`config.mk`:
```
export PLATFORM = sky130hd
export DESIGN_NAME = shmc_top
export DESIGN_NICKNAME = d
export VERILOG_FILES = /design/src/hdl/shmc_pkg.sv /design/src/hdl/shmc_top.sv
export SDC_FILE = /design/constraint.sdc
export NUM_CORES = 1
export LEC_CHECK = 0
export CORE_UTILIZATION = 60
export CTS_CLUSTER_DIAMETER = 100
export DETAILED_ROUTE_END_ITERATION = 10
export DONT_BUFFER_PORTS = 1
export HOLD_SLACK_MARGIN = 0.08
export PLACE_DENSITY = 0.76
export REMOVE_ABC_BUFFERS = 1
export SYNTH_ARGS = -nofsm -noshare
export SYNTH_HDL_FRONTEND = slang
export SYNTH_SLANG_ARGS = --single-unit
```
`constraint.sdc`:
```
create_clock -name ref_clk -period 2.95 [get_ports ref_clk]
set_input_delay 0 -clock ref_clk [delete_from_list [all_inputs] [get_ports ref_clk]]
set_output_delay 0 -clock ref_clk [all_outputs]
set_load 0.02 [all_outputs]
```
`src/hdl/shmc_pkg.sv`:
```
// constants, register map and types of the slave hardware mode block
//=============================================================
`default_nettype none
package shmc_pkg;
    //=============================================================
    // clock and times
    localparam longint CLK_HZ        = 20_000_000;
    localparam longint NS_PER_S      = 1_000_000_000;
    localparam longint GAP_MICRO_NS  = 1_000;
    localparam longint GAP_MILLI_NS  = 1_000_000;
    localparam longint TICK_SHORT_NS = 1_000_000;
    localparam longint TICK_LONG_NS  = 10_000_000;
    // least times round up
    localparam int unsigned GAP_MICRO_CYC =
        int'((GAP_MICRO_NS * CLK_HZ + NS_PER_S - 1) / NS_PER_S);
    localparam int unsigned GAP_MILLI_CYC_DEF =
        int'((GAP_MILLI_NS * CLK_HZ + NS_PER_S - 1) / NS_PER_S);
    localparam int unsigned TICK_SHORT_CYC_DEF = int'(TICK_SHORT_NS * CLK_HZ / NS_PER_S);
    localparam int unsigned TICK_LONG_CYC_DEF  = int'(TICK_LONG_NS * CLK_HZ / NS_PER_S);
    localparam int CNT_W = 18;

    //=============================================================
    // register map (byte addresses)
    localparam logic [7:0] ADDR_CTRL   = 8'h00;
    localparam logic [7:0] ADDR_STATUS = 8'h04;
    localparam logic [7:0] ADDR_MASK   = 8'h08;
    localparam logic [7:0] ADDR_TICKS  = 8'h0C;

    // status and mask bit positions
    localparam int STAT_W      = 3;
    localparam int STAT_TICK   = 0;
    localparam int STAT_ACCEPT = 1;
    localparam int STAT_REJECT = 2;

    // control fields, bit 8 downward
    typedef struct packed {
        logic freeze_supported;
        logic sync_supported;
        logic host_byte_order_select;
        logic failsafe_accept;
        logic tick_period_select;
        logic irq_gap_select;
        logic slave_protocol_enable;
        logic early_ready;
        logic irq_polarity_high;
    } shmc_ctrl_t;
    localparam int CTRL_W = 9;
    localparam logic [8:0] CTRL_RST = 9'h000;
    localparam logic [2:0] MASK_RST = 3'h0;

    // interrupt pin sequencer, gray coded except the gap to idle step, which flips both bits
    typedef enum logic [1:0] {
        IRQ_IDLE = 2'b00,
        IRQ_ACT  = 2'b01,
        IRQ_GAP  = 2'b11
    } shmc_irq_st_t;
endpackage
`default_nettype wire

```
`src/hdl/shmc_top.sv`:
```
// slave hardware mode settings, user tick timer and interrupt pin
//
// Decided for this implementation: the register addresses and register access over AHB-Lite.
`timescale 1ns/1ps
`default_nettype none
module shmc_top #(
    parameter int unsigned GAP_MILLI_CYC  = shmc_pkg::GAP_MILLI_CYC_DEF,
    parameter int unsigned TICK_SHORT_CYC = shmc_pkg::TICK_SHORT_CYC_DEF,
    parameter int unsigned TICK_LONG_CYC  = shmc_pkg::TICK_LONG_CYC_DEF
) (
    input  wire logic        ref_clk,
    input  wire logic        sys_rst,
    input  wire logic        hsel,
    input  wire logic [31:0] haddr,
    input  wire logic [1:0]  htrans,
    input  wire logic        hwrite,
    input  wire logic [2:0]  hsize,
    input  wire logic [31:0] hwdata,
    input  wire logic        hready,
    output var  logic        hreadyout,
    output var  logic        hresp,
    output var  logic [31:0] hrdata,
    input  wire logic        rx_valid,
    input  wire logic        rx_has_output,
    output var  logic        rx_accept,
    output var  logic        rx_reject,
    output var  logic        slave_access_points,
    output var  logic        irq_pin
);
    import shmc_pkg::*;

    //=============================================================
    // bus slave
    shmc_ctrl_t         ctrl_r;
    logic [STAT_W-1:0]  status_r, mask_r;
    logic [15:0]        tick_count_r;
    logic               dph_r, wr_r;
    logic [7:0]         addr_r;
    logic [31:0]        rd_mux;
    logic [15:0]        ticks_host;

    wire addr_ok  = hsel & htrans[1] & hready;
    wire wr_fire  = dph_r & wr_r & hreadyout;
    wire wr_ctrl  = wr_fire & (addr_r == ADDR_CTRL);
    wire wr_stat  = wr_fire & (addr_r == ADDR_STATUS);
    wire wr_mask  = wr_fire & (addr_r == ADDR_MASK);

    // little style keeps the low byte first, big style swaps the bytes
    assign ticks_host = ctrl_r.host_byte_order_select ? tick_count_r
                      : {tick_count_r[7:0], tick_count_r[15:8]};

    always_comb begin
        unique case (haddr[7:0])
            ADDR_CTRL:   rd_mux = {23'h00_0000, ctrl_r};
            ADDR_STATUS: rd_mux = {29'h0000_0000, status_r};
            ADDR_MASK:   rd_mux = {29'h0000_0000, mask_r};
            ADDR_TICKS:  rd_mux = {16'h0000, ticks_host};
            default:     rd_mux = 32'h0000_0000;
        endcase
    end

    // one wait state unless early ready is set
    always_ff @(posedge ref_clk or posedge sys_rst) begin
        if (sys_rst) begin
            dph_r     <= 1'b0;
            wr_r      <= 1'b0;
            addr_r    <= 8'h00;
            hrdata    <= 32'h0000_0000;
            hreadyout <= 1'b1;
        end else if (addr_ok) begin
            dph_r     <= 1'b1;
            wr_r      <= hwrite;
            addr_r    <= haddr[7:0];
            hrdata    <= hwrite ? 32'h0000_0000 : rd_mux;
            hreadyout <= ctrl_r.early_ready;
        end else if (dph_r && !hreadyout) begin
            hreadyout <= 1'b1;
        end else begin
            dph_r     <= 1'b0;
        end
    end

    always_ff @(posedge ref_clk or posedge sys_rst) begin
        if (sys_rst) hresp <= 1'b0;
        else hresp <= 1'b0;
    end

    always_ff @(posedge ref_clk or posedge sys_rst) begin
        if (sys_rst) begin
            ctrl_r <= CTRL_RST;
            mask_r <= MASK_RST;
        end else begin
            if (wr_ctrl) ctrl_r <= hwdata[CTRL_W-1:0];
            if (wr_mask) mask_r <= hwdata[STAT_W-1:0];
        end
    end

    //=============================================================
    // user tick timer, free running on the core clock
    logic [CNT_W-1:0] tick_cnt_r;
    logic             tick_sel_used_r;
    wire              tick_hit = (tick_cnt_r == '0);
    wire [CNT_W-1:0]  tick_load = ctrl_r.tick_period_select
                      ? CNT_W'(TICK_LONG_CYC - 1) : CNT_W'(TICK_SHORT_CYC - 1);

    // a new period setting takes effect at the next reload
    always_ff @(posedge ref_clk or posedge sys_rst) begin
        if (sys_rst) begin
            tick_cnt_r      <= CNT_W'(TICK_SHORT_CYC - 1);
            tick_sel_used_r <= 1'b0;
            tick_count_r    <= 16'h0000;
        end else if (tick_hit) begin
            tick_cnt_r      <= tick_load;
            tick_sel_used_r <= ctrl_r.tick_period_select;
            tick_count_r    <= tick_count_r + 16'h0001;
        end else begin
            tick_cnt_r      <= tick_cnt_r - CNT_W'(1);
        end
    end

    //=============================================================
    // telegram acceptance
    wire tg_ok   = rx_valid & ctrl_r.slave_protocol_enable
                 & (rx_has_output | ctrl_r.failsafe_accept);
    wire tg_bad  = rx_valid & ~tg_ok;

    always_ff @(posedge ref_clk or posedge sys_rst) begin
        if (sys_rst) begin
            rx_accept           <= 1'b0;
            rx_reject           <= 1'b0;
            slave_access_points <= 1'b0;
        end else begin
            rx_accept           <= tg_ok;
            rx_reject           <= tg_bad;
            slave_access_points <= ctrl_r.slave_protocol_enable;
        end
    end

    //=============================================================
    // sticky status, write one to clear; a set in the same cycle wins
    wire [STAT_W-1:0] stat_set = {tg_bad, tg_ok, tick_hit};
    wire [STAT_W-1:0] stat_clr = wr_stat ? hwdata[STAT_W-1:0] : '0;

    always_ff @(posedge ref_clk or posedge sys_rst) begin
        if (sys_rst) status_r <= '0;
        else status_r <= (status_r & ~stat_clr) | stat_set;
    end

    //=============================================================
    // interrupt pin with enforced inactive gap
    shmc_irq_st_t     irq_st_r, irq_st_nxt;
    logic [CNT_W-1:0] gap_cnt_r, gap_cnt_nxt;
    wire pend = |(status_r & mask_r);
    wire [CNT_W-1:0] gap_load = ctrl_r.irq_gap_select
                     ? CNT_W'(GAP_MILLI_CYC - 1) : CNT_W'(GAP_MICRO_CYC - 1);

    always_comb begin
        irq_st_nxt  = irq_st_r;
        gap_cnt_nxt = gap_cnt_r;
        unique case (irq_st_r)
            IRQ_IDLE: if (pend) irq_st_nxt = IRQ_ACT;
            IRQ_ACT: if (!pend) begin
                irq_st_nxt  = IRQ_GAP;
                gap_cnt_nxt = gap_load;
            end
            IRQ_GAP: if (gap_cnt_r == '0) begin
                irq_st_nxt = pend ? IRQ_ACT : IRQ_IDLE;
            end else begin
                gap_cnt_nxt = gap_cnt_r - CNT_W'(1);
            end
            default: irq_st_nxt = IRQ_IDLE;
        endcase
    end

    // pin resets to the low-active idle level, the reset polarity
    always_ff @(posedge ref_clk or posedge sys_rst) begin
        if (sys_rst) begin
            irq_st_r  <= IRQ_IDLE;
            gap_cnt_r <= '0;
            irq_pin   <= 1'b1;
        end else begin
            irq_st_r  <= irq_st_nxt;
            gap_cnt_r <= gap_cnt_nxt;
            irq_pin   <= (irq_st_nxt == IRQ_ACT) ~^ ctrl_r.irq_polarity_high;
        end
    end

    //=============================================================
    // checks
    logic [CNT_W-1:0] gap_len_r, tick_since_r;
    logic             gap_used_r;
    wire [15:0]       ticks_swapped = {tick_count_r[7:0], tick_count_r[15:8]};
    always_ff @(posedge ref_clk or posedge sys_rst) begin
        if (sys_rst) begin
            gap_len_r    <= '0;
            gap_used_r   <= 1'b0;
            tick_since_r <= '0;
        end else begin
            gap_len_r    <= (irq_st_r == IRQ_GAP) ? gap_len_r + CNT_W'(1) : '0;
            if (irq_st_r == IRQ_ACT) gap_used_r <= ctrl_r.irq_gap_select;
            tick_since_r <= tick_hit ? '0 : tick_since_r + CNT_W'(1);
        end
    end

    chk_pin_polarity: assert property (@(posedge ref_clk) disable iff (sys_rst)
        $stable(ctrl_r.irq_polarity_high) |->
        ((irq_st_r == IRQ_ACT) == (irq_pin == ctrl_r.irq_polarity_high)))
        else $error("interrupt pin level does not match polarity");
    chk_ready_early: assert property (@(posedge ref_clk) disable iff (sys_rst)
        addr_ok && ctrl_r.early_ready |=> hreadyout)
        else $error("early ready did not answer at once");
    chk_ready_wait: assert property (@(posedge ref_clk) disable iff (sys_rst)
        addr_ok && !ctrl_r.early_ready |=> !hreadyout ##1 hreadyout)
        else $error("normal ready is not one wait state");
    chk_sap_follow: assert property (@(posedge ref_clk) disable iff (sys_rst)
        wr_ctrl |=> ##1 (slave_access_points == $past(hwdata[2], 2)))
        else $error("access points do not follow protocol enable");
    chk_gap_length: assert property (@(posedge ref_clk) disable iff (sys_rst)
        irq_st_r == IRQ_GAP && irq_st_nxt != IRQ_GAP |->
        gap_len_r + CNT_W'(1) == (gap_used_r ? CNT_W'(GAP_MILLI_CYC) : CNT_W'(GAP_MICRO_CYC)))
        else $error("interrupt inactive gap has wrong length");
    chk_tick_period: assert property (@(posedge ref_clk) disable iff (sys_rst)
        tick_hit |-> tick_since_r + CNT_W'(1) ==
        (tick_sel_used_r ? CNT_W'(TICK_LONG_CYC) : CNT_W'(TICK_SHORT_CYC)))
        else $error("tick period wrong");
    chk_tick_gated: assert property (@(posedge ref_clk) disable iff (sys_rst)
        !pend && irq_st_r != IRQ_ACT |=> irq_st_r != IRQ_ACT)
        else $error("interrupt raised without an enabled event");
    chk_tick_sticky: assert property (@(posedge ref_clk) disable iff (sys_rst)
        tick_hit |=> status_r[STAT_TICK])
        else $error("tick did not set its status bit");
    chk_failsafe_tg: assert property (@(posedge ref_clk) disable iff (sys_rst)
        rx_valid && !rx_has_output && ctrl_r.slave_protocol_enable |=>
        (rx_accept == $past(ctrl_r.failsafe_accept)) && (rx_reject != rx_accept))
        else $error("fail-safe telegram handled wrongly");
    chk_byte_order: assert property (@(posedge ref_clk) disable iff (sys_rst)
        addr_ok && !hwrite && haddr[7:0] == ADDR_TICKS && !ctrl_r.host_byte_order_select
        |=> hrdata[15:0] == $past(ticks_swapped))
        else $error("word read not byte swapped");
    cov_irq_cycle: cover property (@(posedge ref_clk) disable iff (sys_rst)
        irq_st_r == IRQ_ACT ##1 irq_st_r == IRQ_GAP);
    cov_tick_long: cover property (@(posedge ref_clk) disable iff (sys_rst)
        tick_hit && tick_sel_used_r);
    cov_failsafe_ok: cover property (@(posedge ref_clk) disable iff (sys_rst)
        rx_valid && !rx_has_output && tg_ok);
    chk_irq_raise: assert property (@(posedge ref_clk) disable iff (sys_rst)
        irq_st_r == IRQ_IDLE && pend
        |=> irq_st_r == IRQ_ACT)
        else $error("enabled event did not raise the interrupt");
    chk_irq_hold: assert property (@(posedge ref_clk) disable iff (sys_rst)
        irq_st_r == IRQ_ACT && pend
        |=> irq_st_r == IRQ_ACT)
        else $error("interrupt dropped while an event pends");
    chk_irq_release: assert property (@(posedge ref_clk) disable iff (sys_rst)
        irq_st_r == IRQ_ACT && !pend
        |=> irq_st_r == IRQ_GAP)
        else $error("interrupt end did not start the inactive gap");
    chk_gap_hold: assert property (@(posedge ref_clk) disable iff (sys_rst)
        irq_st_r == IRQ_GAP && gap_cnt_r != '0
        |=> irq_st_r == IRQ_GAP)
        else $error("inactive gap cut short");
    chk_tg_accept: assert property (@(posedge ref_clk) disable iff (sys_rst)
        rx_valid && ctrl_r.slave_protocol_enable && rx_has_output
        |=> rx_accept && !rx_reject)
        else $error("data telegram not accepted");
    chk_tg_closed: assert property (@(posedge ref_clk) disable iff (sys_rst)
        rx_valid && !ctrl_r.slave_protocol_enable
        |=> !rx_accept && rx_reject)
        else $error("telegram accepted while protocol disabled");
    chk_tg_refuse: assert property (@(posedge ref_clk) disable iff (sys_rst)
        rx_valid && !rx_has_output && !ctrl_r.failsafe_accept
        |=> !rx_accept && rx_reject)
        else $error("fail-safe telegram accepted without the setting");
    chk_tg_quiet: assert property (@(posedge ref_clk) disable iff (sys_rst)
        !rx_valid
        |=> !rx_accept && !rx_reject)
        else $error("telegram answer without a telegram");
    chk_stat_clear: assert property (@(posedge ref_clk) disable iff (sys_rst)
        wr_stat && hwdata[STAT_TICK] && !tick_hit
        |=> !status_r[STAT_TICK])
        else $error("tick status not cleared by a one");
    chk_stat_sticky: assert property (@(posedge ref_clk) disable iff (sys_rst)
        status_r[STAT_ACCEPT] && !(wr_stat && hwdata[STAT_ACCEPT])
        |=> status_r[STAT_ACCEPT])
        else $error("accept status lost without a clear");
    chk_ctrl_write: assert property (@(posedge ref_clk) disable iff (sys_rst)
        wr_ctrl
        |=> ctrl_r == $past(hwdata[CTRL_W-1:0]))
        else $error("control write did not land");
    chk_tick_count: assert property (@(posedge ref_clk) disable iff (sys_rst)
        tick_hit
        |=> tick_count_r == $past(tick_count_r) + 16'h0001)
        else $error("tick count did not advance");
    chk_tick_reload: assert property (@(posedge ref_clk) disable iff (sys_rst)
        tick_hit
        |=> tick_cnt_r == $past(tick_load))
        else $error("tick timer reloaded with wrong period");
    chk_byte_little: assert property (@(posedge ref_clk) disable iff (sys_rst)
        addr_ok && !hwrite && haddr[7:0] == ADDR_TICKS && ctrl_r.host_byte_order_select
        |=> hrdata[15:0] == $past(tick_count_r))
        else $error("word read not in low byte first order");
    cov_early_read: cover property (@(posedge ref_clk) disable iff (sys_rst)
        addr_ok && !hwrite && ctrl_r.early_ready);
    cov_tg_reject: cover property (@(posedge ref_clk) disable iff (sys_rst)
        rx_reject && $past(ctrl_r.slave_protocol_enable));
endmodule // shmc_top
`default_nettype wire

```
# Yosys cells after proc, flatten, opt, wreduce, memory -nomap -nowiden
# Cells that the tools add are included.
# totals
register_bits,116
in_bits,76
out_inout_bits,38
elab_cells,85
# op_classes
addsub,3
n_eq_ne,11
n_reduce_logical,11
bitwise,17
mux,19
# ops
operator,n
$mux W18,4
$pmux W16 S4,1
$logic_not A18 Y1,2
$pmux W18 S2,1
$sub A18 B1 Y18 const B,2
$mux W32,1
$eq A8 B4 Y1 const B,3
$add A16 B1 Y16 const B,1
$eq A8 B3 Y1 const B,2
$logic_not A8 Y1,2
$mux W16,1
$mux W15,1
$and A1 B1 Y1,10
$and A3 B3 Y3,2
$mux W2,3
$ne A2 B2 Y1 const B,3
$pmux W2 S3,1
$mux W1,5
$eq A2 B1 Y1 const B,2
$reduce_bool A2 Y1,2
$mux W3,1
$not A3 Y3,1
$or A3 B3 Y3,1
$reduce_and A3 Y1,1
8 further kinds,8

# Longest topological paths before layout
# depth
depth_word,7
mapped_depth,9

# Least setup slack after synthesis
# Ideal clock, no wire load.
# synth_path
kind,reg2reg
startpoint,reg gap_cnt_r[0]
endpoint,reg gap_cnt_r[12]
setup_slack_ns,0.572
arrival_time_ns,2.256
stages_incl_launch_ff,9
required_time_ns,2.828
path_cell_list,dfrtp_1 inv_1 ha_1 or4b_2 nor3_4 a31o_4 inv_1 buf_2 a32o_1
# synth_between
elab_chain_cells,3
word_cells_on_any_way,6
# synth_lines
element,line,source
from (decl),shmc_top.sv:152,"logic [CNT_W-1:0] gap_cnt_r, gap_cnt_nxt;"
from (signal assigned),shmc_top.sv:183,gap_cnt_r <= gap_cnt_nxt;
$sub A18 B1 Y18 / $logic_not A18 Y1 (equally long branches),"shmc_top.sv:169, shmc_top.sv:166",
$mux W18 / $ne A2 B2 Y1 (equally long branches),n/a,
$pmux W18 S2 / $reduce_and A3 Y1 (equally long branches),n/a,
# Several ways; a longest one is shown, not always the timed one. The select of a mux whose other input is x is not followed.
# A chain may end at the register's enable or synchronous reset.

# Worst setup path in the final report
# layout_path
startpoint,reg gap_cnt_r[0]
endpoint,reg gap_cnt_r[16]
# Same word-level chain as after synthesis.

==> metrics.yaml <==
worstSetupStartpointType: "flop"
crit_chain: "inv_1 > ha_1 > or4b_2 > nor3_4 > a31o_4 > inv_1 > nand4_1 > mux2i_1"
clkSlewWorstSetupHoldPaths_ns: 0.09
final_common_cell: "dfrtp_1"
cp_max_fo: 12
max-vdd-ir-drop_uv: 308
grt_max_degree: 70
grt.total_usage_pct: 25.3
status: "completed"
slowest_delay_ns: 0.68
power.density_nw_per_um2: 630
reg2reg_depth: 8
power.leakage_nw: 2.27
portBuffers: 0
worstSkewPairLatency_ns: 0.36
dp_hpwl_microns: 6860
wirelength_microns: 10100
via_per_inst: 6.08
worstMarginPinSlew_ns: 0.883
gr-total-overflow: 0
multi_input_area_sq_um: 2260
gp_congestion: 0.878
async_flop_share_pct: 100
worstPathRequired_ns: 3.22
hold_viol: 0
synth_edf_count: 0
clockBufferDepth: 2
syn2layout_area_growth_pct: 9.09
die_h_microns: 93.0
cts_sinks: 100
row_count: 32
cap_violations: 0
grt_pass1_vias: 3476
htree_levels: 3
finalClockSkew_ns: 0.0143
core_area_sq_um: 7850
avgSynthCellArea_sq_um: 10.6
dieArea_sq_um: 8650
ant_nets: 0
arrival_ns: 2.89
relSlewSlack_pct: 40.3
final_cell_mix: "dfrtp_1, nor2_1, nand2_1"
antenna_found_initial: 0
die_w_microns: 93.0
ys_seq_area_share_pct: 50.7
netlist_area_sq_um: 4970
rsz0062_at_grt: "no"
grt_first_pass_wirelength_microns: 16900
numCtsBuffers: 9
first_iter_violations: 188
fmax_mhz: 382
synth_cell_types: 61
pre_cts_ws_ns: 0.366
path_common_cell: "inv_1"
seqCellArea_sq_um: 2520
ios: 114
drt_pass1_iterations: 5
drc_errors: 0
cts_tree: "done"
timing.final.crit_share_pct: 88.8
num-nets-final: 570
timing.hold.ws_ns: 0.115
crit_type: "flop to flop"
slew_viol_final: 0
num_vias: 3636
fin_tns_setup_ns: 0
period_minus_slack_ns: 2.62
crit_path_end_kind: "flop"
start_util_pct: 63.3
ys_seq_elements: 100
cp_slowest_cell: "or4b_2"
wl_per_cell_microns: 16.8
fin_ws_ns: 0.329
root_buffer: "clkbuf_8"
antenna_cells: 0
synth-main-ff-cell: "dfrtp_1"
hold_depth: 4
fill_cells: 591
setup_viol: 0
drive_above_1_share_pct: 14.9
synth_cells: 468
cts_setup_buffers: 0
min_path_type: "input port to flop"
yosysWarnings: 0
-- metrics by stage --
step / cell area, sq um / util [%] / power (mW) / std cells
2_1_floorplan: 4820 / - / 2.36 / 450
3_3_place_gp: 4990 / 63.6 / 2.50 / 558
6_report: 5420 / 69.1 / 3.41 / 598
4_1_cts: 5420 / 69.1 / 3.42 / 598
3_5_place_dp: 4990 / 63.6 / 2.55 / 558
5_1_grt: 5420 / 69.1 / 3.60 / 598
-- sequential cells by signal, indices dropped and copies added, names as in the netlist, 2 cells and up --
| signal | cells |
|---|---|
| mask_r | 3 |
| tick_cnt_r | 18 |
| irq_st_r | 2 |
| ctrl_r | 9 |
| status_r | 3 |
| tick_count_r | 16 |
| hrdata | 16 |
| gap_cnt_r | 18 |
| addr_r | 8 |
-- final timing paths --
| kind | start | to | slack [ns] |
|---|---|---|---|
| hold / removal | haddr[3] | hrdata[6] | 0.12 |
| setup / recovery | gap_cnt_r[0] | gap_cnt_r[16] | 0.33 |
| setup reg to reg | gap_cnt_r[0] | gap_cnt_r[16] | 0.33 |
| hold reg to reg | ctrl_r[2] | slave_access_points | 0.44 |
| max in group asynchronous | sys_rst | hreadyout | 1.85 |
| min in group asynchronous | sys_rst | tick_cnt_r[12] | 0.29 |
-- Yosys cell counts (all sizes together) (10+ instances only) --
cell type  count  area share, %
a21oi         23            2.3
buf           22            3.3
clkbuf        12           0.91
dfrtp         89             45
dfstp         11            5.8
inv           12           0.91
mux2          29            6.6
nand2         40            3.0
nor2          46            3.6
nor3          12            1.6
o21ai         23            2.3
or4           10            1.5
xnor2         17            3.0
xor2          13            2.4
-- report_power, final --
part	total [mW]	internal (mW)	switching, mW
Combinational	0.784	0.341	0.443
Clock	0.836	0.392	0.443
Sequential	1.79	1.56	0.235
Total	3.41	2.29	1.12
-- metal layers --
layer | track usage (%) | up-vias | wire, microns
met4 | 8.08 | 0 | 164
met3 | 5.04 | 17 | 425
met1 | 33.9 | 1817 | 4410
met2 | 41.5 | 106 | 5070
met5 | 0 | - | 0
li1 | - | 1696 | -
-- cells by family after synthesis --
logic type      synth area share, %
flops                          50.7
xor+xnor                       5.44
compound gates                 11.0
buf+inv                        5.11
mux                            9.55
fa+ha+maj                     0.756
other cells                  0.0755
simple gates                   17.4
-- worst max-delay path: cells and delay by family, from the launching register on --
kind	cells	cell delay, ns
multiplexers	1	0.21
flip-flops	1	0.42
AND/OR/NAND/NOR	3	1.17
buffers and inverters	2	0.26
AO/OA/AOI/OAI	1	0.25
adder cells (fa/ha/maj)	1	0.23
-- what timing repair did --
action / CTS / global route
hold buffers: 24 / 0
hold endpoints to repair: 100 / 0
resized for setup: 0 / 0
-- cell type report --
type | count | share of cell area [%]
flip-flops and latches | 100 | 46.4
clock buffers | 12 | 2.49
inverters | 12 | 0.877
repair buffers | 30 | 5.26
clock inverters | 4 | 0.924
multi-input cells | 338 | 41.7
well taps | 102 | 2.36
No activity file was read; power rests on OpenSTA's default activity.
